## config.mk

```make
export PLATFORM = sky130hd
export DESIGN_NAME = sar_adc_output_accumulator
export DESIGN_NICKNAME = d
export VERILOG_FILES = /design/src/verilog/result_fifo.v /design/src/verilog/sar_adc_output_accumulator.v
export VERILOG_INCLUDE_DIRS = /design/src /design/src/verilog
export SDC_FILE = /design/constraint.sdc
export NUM_CORES = 1
export LEC_CHECK = 0
export BUFFER_PORTS_ARGS = -buffer_cell sky130_fd_sc_hd__buf_4
export CORE_MARGIN = 3
export CORE_UTILIZATION = 25
export CTS_CLUSTER_SIZE = 12
export DETAILED_ROUTE_END_ITERATION = 7
export GPL_TIMING_DRIVEN = 0
export HOLD_SLACK_MARGIN = 0.08
export SYNTH_ARGS = -nofsm -noshare
export SYNTH_HDL_FRONTEND = slang
export SYNTH_SLANG_ARGS = --single-unit
```

## constraint.sdc

```tcl
create_clock -name ref_clk -period 6.1 [get_ports ref_clk]
set_clock_uncertainty 0.1 [all_clocks]
set_input_delay 0.915 -clock ref_clk [delete_from_list [all_inputs] [get_ports ref_clk]]
set_output_delay 0.915 -clock ref_clk [all_outputs]
set_load 0.05 [all_outputs]
```

## src/verilog/sar_accum_consts.vh

```
`ifndef SAR_ACCUM_CONSTS_VH
`define SAR_ACCUM_CONSTS_VH
// converter resolution variants
`define RES_WIDE 14
`define RES_NARROW 12
// conversion input width (raw front-end result, signed)
`define RAW_W 16
// accumulated word width ceiling and max count
`define SUM_W 24
`define CNT_W 11
`define MAX_CONV 11'h400
`define CNT_ONE 11'h001
// host quiet gap in ns and in ref_clk cycles (25 MHz, 40 ns)
`define QUIET_GAP_NS 10
`define CLK_PERIOD_NS 40
`define QUIET_GAP_CYC (((`QUIET_GAP_NS) + (`CLK_PERIOD_NS) - 1) / (`CLK_PERIOD_NS))
// buffer shape
`define FIFO_W 29
`define FIFO_D 4
`define FIFO_AW 2
`endif

```

## src/verilog/result_fifo.v

```verilog
`timescale 1ns/100ps
module result_fifo #(
    parameter WIDTH = 29,
    parameter DEPTH = 4,
    parameter AW = 2
) (
    input wire ref_clk,
    input wire rst_n,
    input wire in_valid,
    output wire in_ready,
    input wire [WIDTH-1:0] in_data,
    output wire out_valid,
    input wire out_ready,
    output wire [WIDTH-1:0] out_data
);
    reg [WIDTH-1:0] mem [0:DEPTH-1];
    reg [AW-1:0] wr_ptr_r;
    reg [AW-1:0] rd_ptr_r;
    reg [AW:0] fill_r;
    wire push;
    wire pop;

    assign in_ready = (fill_r != DEPTH[AW:0]);
    assign out_valid = (fill_r != {(AW+1){1'b0}});
    assign out_data = mem[rd_ptr_r];
    assign push = in_valid & in_ready;
    assign pop = out_valid & out_ready;

    always @(posedge ref_clk) begin
        if (push) begin
            mem[wr_ptr_r] <= in_data;
        end
    end

    always @(posedge ref_clk or negedge rst_n) begin
        if (!rst_n) begin
            wr_ptr_r <= {AW{1'b0}};
            rd_ptr_r <= {AW{1'b0}};
            fill_r <= {(AW+1){1'b0}};
        end else begin
            if (push) begin
                wr_ptr_r <= wr_ptr_r + 1'b1;
            end
            if (pop) begin
                rd_ptr_r <= rd_ptr_r + 1'b1;
            end
            if (push & ~pop) begin
                fill_r <= fill_r + 1'b1;
            end else if (pop & ~push) begin
                fill_r <= fill_r - 1'b1;
            end
        end
    end
endmodule

```

## src/verilog/sar_adc_output_accumulator.v

```verilog
`timescale 1ns/100ps
`include "sar_accum_consts.vh"
// Notes on behaviour
// - each result is an unsigned straight-binary code, 14 bits wide or 12 bits on the narrow variant.
// - results clamp to all ones above full scale less one step and to all zeros at or below zero.
// - a half-reference input gives a code with only the top bit set.
// - one code step is the reference divided by two to the power of the resolution.
// - each unread conversion is added into a running sum, for up to 1024 conversions.
// - any serial clock pulse before the next start discards the unread result and returns to single samples.
// - on the wide variant the word grows with the count: 14 bits for 1 up to 24 bits for 513-1024.
// - the accumulator needs no configuration and is steered only by whether readout clocks occur.
// - a start strobe rising edge freezes the input and starts a conversion that always completes.
// - the result shifts out top bit first while the next acquisition is running.
// - the link is mode 0, clock idle low, with data changed on each falling serial clock edge.
module sar_adc_output_accumulator (
    input wire ref_clk,
    input wire rst_n,
    input wire narrow_variant,
    input wire conversion_start_strobe,
    input wire serial_clk,
    input wire raw_valid,
    input wire [15:0] raw_sample,
    output reg sample_hold,
    output reg conv_request,
    output reg serial_data_out,
    output reg serial_data_oe,
    output reg [4:0] word_bits,
    output reg overflow_drop
);
    localparam ST_ACQ = 3'h1;
    localparam ST_CONV = 3'h2;
    localparam ST_DONE = 3'h4;

    reg [2:0] cnv_sync_r;
    reg [2:0] sck_sync_r;
    reg [2:0] state_r;
    reg [2:0] state_nxt;
    reg [`SUM_W-1:0] sum_r;
    reg [`CNT_W-1:0] count_r;
    reg [`SUM_W-1:0] shift_r;
    reg [4:0] bits_left_r;
    reg clocked_r;
    reg pending_r;
    reg narrow_r;
    reg [1:0] strap_sync_r;
    reg [1:0] strap_wait_r;
    wire cnv_rise;
    wire cnv_fall;
    wire sck_rise;
    wire sck_fall;
    wire [13:0] code;
    wire fifo_valid;
    wire fifo_ready;
    wire [`FIFO_W-1:0] fifo_data;
    wire [`FIFO_W-1:0] fifo_in;

    // ceiling of log2 for 1..1024, used for both variants
    function [4:0] clog2_cnt;
        input [`CNT_W-1:0] n;
        integer k;
        begin
            clog2_cnt = 5'h00;
            for (k = 0; k < 11; k = k + 1) begin
                if ((11'h001 << k) < n) begin
                    clog2_cnt = k[4:0] + 5'h01;
                end
            end
        end
    endfunction

    // clamp a signed raw front-end value to the variant code range
    function [13:0] clamp_code;
        input [15:0] raw;
        input nar;
        reg [13:0] top;
        begin
            top = nar ? 14'h0FFF : 14'h3FFF;
            if (raw[15]) begin
                clamp_code = 14'h0000;
            end else if (raw[14:0] > {1'b0, top}) begin
                clamp_code = top;
            end else begin
                clamp_code = raw[13:0];
            end
        end
    endfunction

    // first stage only feeds the second, so edge detectors look past the first flop
    always @(posedge ref_clk or negedge rst_n) begin
        if (!rst_n) begin
            cnv_sync_r <= 3'h0;
            sck_sync_r <= 3'h0;
        end else begin
            cnv_sync_r <= {cnv_sync_r[1:0], conversion_start_strobe};
            sck_sync_r <= {sck_sync_r[1:0], serial_clk};
        end
    end
    assign cnv_rise = cnv_sync_r[1] & ~cnv_sync_r[2];
    assign cnv_fall = ~cnv_sync_r[1] & cnv_sync_r[2];
    assign sck_rise = sck_sync_r[1] & ~sck_sync_r[2];
    assign sck_fall = ~sck_sync_r[1] & sck_sync_r[2];

    // variant strap is a pin: two flops first, then caught once on the third edge and held
    always @(posedge ref_clk or negedge rst_n) begin
        if (!rst_n) begin
            narrow_r <= 1'b0;
            strap_sync_r <= 2'h0;
            strap_wait_r <= 2'h0;
        end else begin
            strap_sync_r <= {strap_sync_r[0], narrow_variant};
            if (strap_wait_r != 2'h3) begin
                strap_wait_r <= strap_wait_r + 2'h1;
            end
            if (strap_wait_r == 2'h2) begin
                narrow_r <= strap_sync_r[1];
            end
        end
    end

    assign code = clamp_code(raw_sample, narrow_r);
    assign fifo_in = {code, raw_sample[15], 14'h0000};

    always @* begin
        state_nxt = state_r;
        case (state_r)
            ST_ACQ: begin
                if (cnv_rise) begin
                    state_nxt = ST_CONV;
                end
            end
            ST_CONV: begin
                // strobe activity is ignored until the result arrives
                if (fifo_valid) begin
                    state_nxt = ST_DONE;
                end
            end
            ST_DONE: begin
                state_nxt = ST_ACQ;
            end
            default: begin
                state_nxt = ST_ACQ;
            end
        endcase
    end

    assign fifo_ready = (state_r == ST_CONV);

    always @(posedge ref_clk or negedge rst_n) begin
        if (!rst_n) begin
            state_r <= ST_ACQ;
            sample_hold <= 1'b0;
            conv_request <= 1'b0;
            sum_r <= {`SUM_W{1'b0}};
            count_r <= {`CNT_W{1'b0}};
            shift_r <= {`SUM_W{1'b0}};
            bits_left_r <= 5'h00;
            clocked_r <= 1'b0;
            pending_r <= 1'b0;
            serial_data_out <= 1'b0;
            serial_data_oe <= 1'b0;
            word_bits <= 5'h00;
            overflow_drop <= 1'b0;
        end else begin
            state_r <= state_nxt;
            conv_request <= (state_r == ST_ACQ) & cnv_rise;
            overflow_drop <= 1'b0;
            if (state_r == ST_ACQ && cnv_rise) begin
                sample_hold <= 1'b1;
                serial_data_oe <= 1'b0;
                bits_left_r <= 5'h00;
                // any serial clock since the last result drops the unread sum
                // a serial clock landing on the start edge itself still counts as a discard
                if (clocked_r || sck_rise || !pending_r) begin
                    count_r <= {`CNT_W{1'b0}};
                    sum_r <= {`SUM_W{1'b0}};
                end
                clocked_r <= 1'b0;
            end else if (state_r == ST_CONV && fifo_valid) begin
                sample_hold <= 1'b0;
                pending_r <= 1'b1;
                if (count_r == `MAX_CONV) begin
                    // beyond 1024 a new single-sample run starts to keep the word at 24 bits
                    sum_r <= {10'h000, fifo_data[28:15]};
                    count_r <= `CNT_ONE;
                    overflow_drop <= 1'b1;
                end else begin
                    sum_r <= sum_r + {10'h000, fifo_data[28:15]};
                    count_r <= count_r + `CNT_ONE;
                end
            end else if (state_r == ST_DONE) begin
                // word width tracks the count held in the sum
                word_bits <= (narrow_r ? 5'h0C : 5'h0E) + clog2_cnt(count_r);
                shift_r <= sum_r;
                bits_left_r <= (narrow_r ? 5'h0C : 5'h0E) + clog2_cnt(count_r);
            end else if (state_r == ST_ACQ) begin
                if (cnv_fall && bits_left_r != 5'h00) begin
                    serial_data_oe <= 1'b1;
                    serial_data_out <= shift_r[bits_left_r - 5'h01];
                end
                if (sck_rise) begin
                    clocked_r <= 1'b1;
                end
                if (sck_fall && serial_data_oe) begin
                    if (bits_left_r <= 5'h01) begin
                        serial_data_oe <= 1'b0;
                        bits_left_r <= 5'h00;
                        pending_r <= 1'b0;
                    end else begin
                        bits_left_r <= bits_left_r - 5'h01;
                        serial_data_out <= shift_r[bits_left_r - 5'h02];
                    end
                end
            end
        end
    end

    result_fifo #(
        .WIDTH(`FIFO_W),
        .DEPTH(`FIFO_D),
        .AW(`FIFO_AW)
    ) u_result_fifo (
        .ref_clk(ref_clk),
        .rst_n(rst_n),
        .in_valid(raw_valid),
        .in_ready(),
        .in_data(fifo_in),
        .out_valid(fifo_valid),
        .out_ready(fifo_ready),
        .out_data(fifo_data)
    );
endmodule

```

======== Word-level counts from Yosys, hierarchy flattened ========
Memories as Yosys holds them, arrays and structs flattened.
Index checks and enable logic that the tools add are counted.
operators by class
  add/subtract/negate cells ............... 10
  $mul .................................... 0
  div/mod/pow operators ................... 0
  magnitude comparators ................... 15
  equality and inequality tests ........... 13
  shift operators ......................... 0
  muxes and demuxes ....................... 68
  bitwise logic cells ..................... 18
  reduce and logical (&&, ||, !) cells .... 26
operators by type and width
  operator                                             number
  2-to-1 mux 24 bit                                    4
  2-to-1 mux 5 bit                                     19
  2-to-1 mux 11 bit                                    4
  2-to-1 mux 14 bit                                    3
  2-to-1 mux 1 bit                                     30
  adder 24 x 14 -> 24 bit                              1
  > comparator 15 x 14 -> 1 bit                        1
  nonzero test 2 bit                                   7
  < comparator 5 x 6 -> 1 bit, second input constant   2
  2-to-1 mux 3 bit                                     4
  != test 2 bit, second input constant                 6
  adder 11 x 1 -> 11 bit, second input constant        1
  equality test 11 bit, second input constant          1
  < comparator 1 x 11 -> 1 bit, first input constant   1
  < comparator 10 x 11 -> 1 bit, first input constant  1
  < comparator 11 bit, first input constant            1
  < comparator 2 x 11 -> 1 bit, first input constant   1
  < comparator 3 x 11 -> 1 bit, first input constant   1
  < comparator 4 x 11 -> 1 bit, first input constant   1
  < comparator 5 x 11 -> 1 bit, first input constant   1
  < comparator 6 x 11 -> 1 bit, first input constant   1
  < comparator 7 x 11 -> 1 bit, first input constant   1
  < comparator 8 x 11 -> 1 bit, first input constant   1
  < comparator 9 x 11 -> 1 bit, first input constant   1
  27 further kinds                                     56
storage, ports and cells
  register bits after elaboration ......... 97
  latch bits .............................. 0
  RAM bits ................................ 60
  memory bits (read-only) ................. 0
  input port bits ......................... 22
  output and inout port bits .............. 10
  word-level logic and storage cells ...... 172
  memories kept ........................... 1
memory list
  name               words  bits a word  read ports  clocked after memory_dff  write ports  RTL line          RTL
  u_result_fifo.mem  4      15           1           0                         1            result_fifo.v:16  reg [WIDTH-1:0] mem [0:DEPTH-1];

======== Longest topological paths before layout ========
  depth in word-level cells ............... 19
  gate-level depth with buffers ........... 13
  gate-level depth less buffers ........... 12

======== Modules after synthesis ========
From an unflattened synthesis, not the netlist that was laid out.
second synthesis, totals
  cells, all modules ...................... 804
  area total of the unflattened synthesis .. 10113.4 µm²
by module, submodules not included
  module                      instances  cells an instance  area an instance (µm²)  sequential area each (µm²)
  sar_adc_output_accumulator  1          618                5514.0                  2253.4
  result_fifo                 1          186                4599.4                  3658.5

======== Least setup slack after synthesis ========
OpenSTA, ideal clock, no wires.
  path type ............................... reg-to-reg
  start point ............................. register u_result_fifo.rd_ptr_r[0]
  end point ............................... register sum_r[11]
  setup time .............................. 0.133 ns
  arrival ................................. 3.092 ns
  required time ........................... 5.867 ns
  path slack .............................. 2.775 ns
  cell stages (with the launch flop) ...... 12
  buffers on the path ..................... 2
  clock period less this slack ............ 3.325 ns
  cells stage by stage .................... dfrtp_1 -> clkbuf_1 -> buf_2 -> mux4_2 -> ha_1 -> a21oi_1 -> o211ai_1 -> a221oi_1 -> o21bai_1 -> a21oi_1 -> xor2_1 -> o21ai_0
between the ends
  word-level cells in the longest chain between the ends .. 5
ends and longest elaborated chain
  what                     RTL line                          RTL
  from (decl)              result_fifo.v:18                  reg [AW-1:0] rd_ptr_r;
  from (signal assigned)   result_fifo.v:38                  rd_ptr_r <= {AW{1'b0}};
  from (signal assigned)   result_fifo.v:45                  rd_ptr_r <= rd_ptr_r + 1'b1;
  memory (4 x 15 bit) *    n/a
  adder 24 x 14 -> 24 bit  sar_adc_output_accumulator.v:187  sum_r <= sum_r + {10'h000, fifo_data[28:15]};
  2-to-1 mux 24 bit *      sar_adc_output_accumulator.v:181  if (count_r == `MAX_CONV) begin
  2-to-1 mux 24 bit *      sar_adc_output_accumulator.v:178  end else if (state_r == ST_CONV && fifo_valid) begin
  2-to-1 mux 24 bit *      sar_adc_output_accumulator.v:167  if (state_r == ST_ACQ && cnv_rise) begin
  to (signal assigned)     sar_adc_output_accumulator.v:175  sum_r <= {`SUM_W{1'b0}};
  to (signal assigned)     sar_adc_output_accumulator.v:183  sum_r <= {10'h000, fifo_data[28:15]};
  to (signal assigned)     sar_adc_output_accumulator.v:187
  to (decl)                sar_adc_output_accumulator.v:38   reg [`SUM_W-1:0] sum_r;
Mark *: on every way between the ends. The rest lies on a longest branch, timed or not. The select of a mux whose other input is x is not followed.
A chain may end at the register's enable or synchronous reset.

======== Final worst setup path ========
  start point ............................. register u_result_fifo.rd_ptr_r[0]
  end point ............................... register sum_r[19]
between the ends
  word-level cells in the longest chain between the ends .. 5
ends and longest elaborated chain
  what                     RTL line
  memory (4 x 15 bit)      n/a
  adder 24 x 14 -> 24 bit  sar_adc_output_accumulator.v:187
  2-to-1 mux 24 bit        sar_adc_output_accumulator.v:181
  2-to-1 mux 24 bit        sar_adc_output_accumulator.v:178
  2-to-1 mux 24 bit        sar_adc_output_accumulator.v:167
Every way passes these cells. The select of a mux whose other input is x is not followed.

==> qor.log <==
[run_status] result of the run complete, no violations
[synthesis] fraction of post-synthesis cell area in the top cell type by area 0.303
[die] CORE AREA 0.0309 mm2
[timing] Final setup viols 0
[clock_tree] number of resized instances in the post-cts repair step 0
[synthesis] Synth async-reset ratio 0.634
[synthesis] Synth area leaders sky130_fd_sc_hd__dfrtp_1 (30%), sky130_fd_sc_hd__edfxtp_1 (21%), sky130_fd_sc_hd__mux4_2 (7.7%)
[routing] number of remaining DRC errors 0
[routing] Initial DRC Count 388
[global_route] overflow left after global routing 0
[global_route] first-pass GRT wire length 29200 um
[setup_path] data required time of the worst path 6.34 ns
[routing] average wire per cell in the routed design 14.6 um
[routing] Via Count 5551
[setup_path] crit path max fanout 10
[routing] Final Routed Wirelength 17300 um
[routing] Antenna Violating Nets Remaining 0
[clock_tree] number of buffers added to fix hold violations after cts 0
[cells_and_area] fraction of layout instances using a drive strength above 1 0.162
[timing] RSZ-0062 raised after global routing false
[setup_path] highest-delay cell along the critical path sky130_fd_sc_hd__mux4_2
[power_and_ir_drop] leakage dissipation 3.96 nW
[clock_tree] CTS clock-pin slew for the worst setup and hold paths 0.08 ns
[clock_tree] clock latency reported for the late side of the worst-skew pair 0.43 ns
[die] starting density of the core 0.257
[synthesis] flip-flop and latch count after synthesis 153
[global_route] number of antenna violations at the first check in global routing 0
[timing] Sum Neg Setup Slack 0 ns
[placed_design] buffers added on ports 31
[synthesis] Post-Synthesis Mean Instance Area 10.9 um2
[cells_and_area] diodes inserted 0
[setup_path] critical path capture point type register
[flow_run] number of maximum-capacitance constraint violations 0
[clock_tree] post-CTS setup buffer count 0
[setup_path] stage delay of the slowest cell on the critical path 0.59 ns
[placed_design] half-perimeter wire length after placement 12100 um
[setup_path] buffering stage count on the worst path with inverters included 2
[clock_tree] sink count of the clock tree 153
[clock_tree] CTS Root Buffer Type sky130_fd_sc_hd__clkbuf_16
[synthesis] leading area contributor after synthesis sky130_fd_sc_hd__dfrtp_1
[synthesis] net count of the mapped netlist 780
[cells_and_area] Fill cells 3196
[synthesis] post-synthesis instance area 0.00794 mm2
[global_route] pin count of the biggest net entering global routing 98
[power_and_ir_drop] IR Drop Worst-Case VDD 0.000224 V
[clock_tree] buffers from clock root to sink, at most 2
[power_and_ir_drop] ratio of total power to cell area 386 mW/mm2
[setup_path] cell repeated most along the worst path sky130_fd_sc_hd__o21ai_0
[routing] number of vias per cell 4.68
[cells_and_area] Final #Nets 831
[setup_path] Worst Setup Path Type reg2reg
[cells_and_area] synthesis-to-finish area growth 17.2%
[global_route] All-Layer GR Usage 0.107
[timing] hold slack final 0.168 ns
[setup_path] crit start category register
[synthesis] prevailing post-synth register cell sky130_fd_sc_hd__dfrtp_1
[die] Die W 184 um
[timing] Period minus WS final 3.88 ns
[die] Chip Height 184 um
[die] Die Footprint 0.0339 mm2
[cells_and_area] final core utilization 0.301
[synthesis] count of cell types in the netlist 74
[setup_path] Worst path top cell family by delay simple AND/OR/NAND/NOR gates
[clock_tree] clock tree from TritonCTS built
[placed_design] global placer's final weighted congestion 0.806
[clock_tree] H-Tree Level Count 4
[setup_path] arrival time reported for the critical path endpoint 4.12 ns
[setup_path] reg-to-reg setup timing slack 2.22 ns
[synthesis] number of enable flip-flop cells after synthesis 56
[die] Cell Rows 64
[synthesis] number of synthesis warnings 0
[routing] number of detailed-routing iterations run before antenna repair 4
[die] number of primary I/O pins 32
[timing] worst slew pin tran 0.734 ns
[timing] worst slew margin relative to its limit 0.511
[clock_tree] TritonCTS buffer count 17
[timing] Achievable Freq 258 MHz
[timing] post-route clock period utilization 0.636
[setup_path] worst-path cell chain clkbuf_1, buf_2, mux4_2, ha_1, o21ai_0, a211oi_1, a21oi_1, nor2_2, nand4_1, or3_1, o21ai_0
[global_route] number of global-route vias before repair 5587
[synthesis] Seq/Total Area, Yosys 0.518
[timing] final number of max-transition violations 0
[worst_hold_path] type of the worst min-delay path in2async
[timing] Fin. Hold Viols 0
[synthesis] count of mapped cells out of synthesis 725
-- cell usage in the layout (no fill, tap or decap), types with 3 or more instances in the layout --
| cell type | Yosys | final |
|---|---|---|
| sky130_fd_sc_hd__buf_2 | 12 | 12 |
| sky130_fd_sc_hd__nor3_1 | 4 | 4 |
| sky130_fd_sc_hd__ha_1 | 31 | 31 |
| sky130_fd_sc_hd__clkbuf_16 | 0 | 17 |
| sky130_fd_sc_hd__mux2i_1 | 8 | 8 |
| sky130_fd_sc_hd__dfrtp_1 | 96 | 96 |
| sky130_fd_sc_hd__inv_1 | 19 | 19 |
| sky130_fd_sc_hd__o211ai_1 | 4 | 4 |
| sky130_fd_sc_hd__xnor2_1 | 14 | 14 |
| sky130_fd_sc_hd__nor2_1 | 60 | 60 |
| sky130_fd_sc_hd__inv_8 | 0 | 3 |
| sky130_fd_sc_hd__clkbuf_1 | 15 | 15 |
| sky130_fd_sc_hd__edfxtp_1 | 56 | 56 |
| sky130_fd_sc_hd__xor2_1 | 12 | 12 |
| sky130_fd_sc_hd__nand4_1 | 11 | 11 |
| sky130_fd_sc_hd__o21ai_0 | 62 | 62 |
| sky130_fd_sc_hd__a22oi_1 | 10 | 10 |
| sky130_fd_sc_hd__a211oi_1 | 9 | 9 |
| sky130_fd_sc_hd__buf_4 | 3 | 33 |
| sky130_fd_sc_hd__a22o_1 | 3 | 3 |
| sky130_fd_sc_hd__nor3b_1 | 4 | 4 |
| sky130_fd_sc_hd__nor2b_1 | 3 | 3 |
| sky130_fd_sc_hd__buf_6 | 2 | 3 |
| sky130_fd_sc_hd__nand2_1 | 126 | 126 |
| sky130_fd_sc_hd__a31oi_1 | 5 | 5 |
| sky130_fd_sc_hd__mux4_2 | 27 | 27 |
| sky130_fd_sc_hd__inv_6 | 0 | 6 |
| sky130_fd_sc_hd__clkinvlp_4 | 0 | 3 |
| sky130_fd_sc_hd__nand3_1 | 12 | 12 |
| sky130_fd_sc_hd__o31ai_1 | 3 | 3 |
| sky130_fd_sc_hd__a21o_1 | 8 | 8 |
| sky130_fd_sc_hd__a21oi_1 | 30 | 30 |
| sky130_fd_sc_hd__and2_1 | 8 | 8 |
| sky130_fd_sc_hd__and3_1 | 9 | 9 |
-- final cells by class --
| type | instances | area (um2) | area share |
|---|---|---|---|
| well taps | 396 | 495 | 0.0533 |
| clock buffers | 17 | 425 | 0.0458 |
| clock inverters | 15 | 178 | 0.0191 |
| repair buffers | 32 | 264 | 0.0284 |
| multi-input cells | 518 | 3580 | 0.385 |
| plain buffers | 34 | 169 | 0.0182 |
| flip-flops and latches | 153 | 4110 | 0.442 |
| inverters | 20 | 75.1 | 0.00807 |
-- flip-flops by register name, indices dropped and copies added (netlist names), 3 cells and up --
| register | cells |
|---|---|
| u_result_fifo.fill_r | 3 |
| shift_r | 24 |
| bits_left_r | 5 |
| state_r | 3 |
| word_bits | 5 |
| cnv_sync_r | 3 |
| count_r | 11 |
| u_result_fifo.mem | 56 |
| sck_sync_r | 3 |
| sum_r | 24 |
-- power breakdown --
part           internal [mW]  total (mW)  switching, mW
combinational          0.486        1.14          0.652
sequential              1.25        1.36          0.111
clock                  0.620        1.09          0.467
-- per-layer routing --
metal | track usage | vias up | wire length [um]
met4 | 0.0287 | 0 | 109
met3 | 0.0193 | 8 | 574
li1 | - | 2733 | -
met1 | 0.153 | 2726 | 8440
met5 | 0 | - | 0
met2 | 0.168 | 84 | 8140
-- synth_stat cells (all sizes together), types with 3 or more instances --
library cell,number
nor2b,3
mux2i,8
nor3b,6
a21o,9
nand2,126
a22o,4
nand3,13
xnor2,14
edfxtp,56
buf,19
ha,31
dfrtp,96
nand4,11
o31ai,3
and2,8
nor3,5
a31oi,6
xor2,12
a21oi,31
o21ai,65
o211ai,4
clkbuf,15
a22oi,10
mux4,27
inv,20
a211oi,9
and3,10
nor2,61
-- path summary, 6_finish.rpt --
kind                                           start            end  cells after the start
max                        u_result_fifo.rd_ptr_r[0]      sum_r[19]                     11
min                                            rst_n     count_r[5]                      1
max reg2reg                u_result_fifo.rd_ptr_r[0]      sum_r[19]                     11
min reg2reg                            cnv_sync_r[0]  cnv_sync_r[1]                      0
max in group asynchronous                      rst_n     state_r[0]                      2
min in group ref_clk                   cnv_sync_r[0]  cnv_sync_r[1]                      0
-- cells by family (layout without fill, tap and decap cells) --
family                   count (synthesis)  count (layout)  synth area share
multiplexers                            37              37            0.0896
AND/OR/NAND/NOR                        261             261             0.152
AO/OA/AOI/OAI                          161             161             0.127
buffers and inverters                   54             118            0.0307
XOR/XNOR                                26              26            0.0287
flip-flops                             153             153             0.518
adder cells (fa/ha/maj)                 33              33            0.0539
-- per-stage QoR --
step | instance area [um2] | power, mW | instances | setup slack [ns]
3_5_place_dp | 8660 | 2.53 | 1152 | 2.17
2_1_floorplan | 7940 | 2.24 | 725 | 2.77
5_1_grt | 9300 | 3.83 | 1185 | 1.89
4_1_cts | 9270 | 3.63 | 1184 | 2.16
6_report | 9300 | 3.59 | 1185 | 2.22
3_3_place_gp | 8660 | 2.50 | 1152 | 2.21
Power figures use the tool's default switching activity.
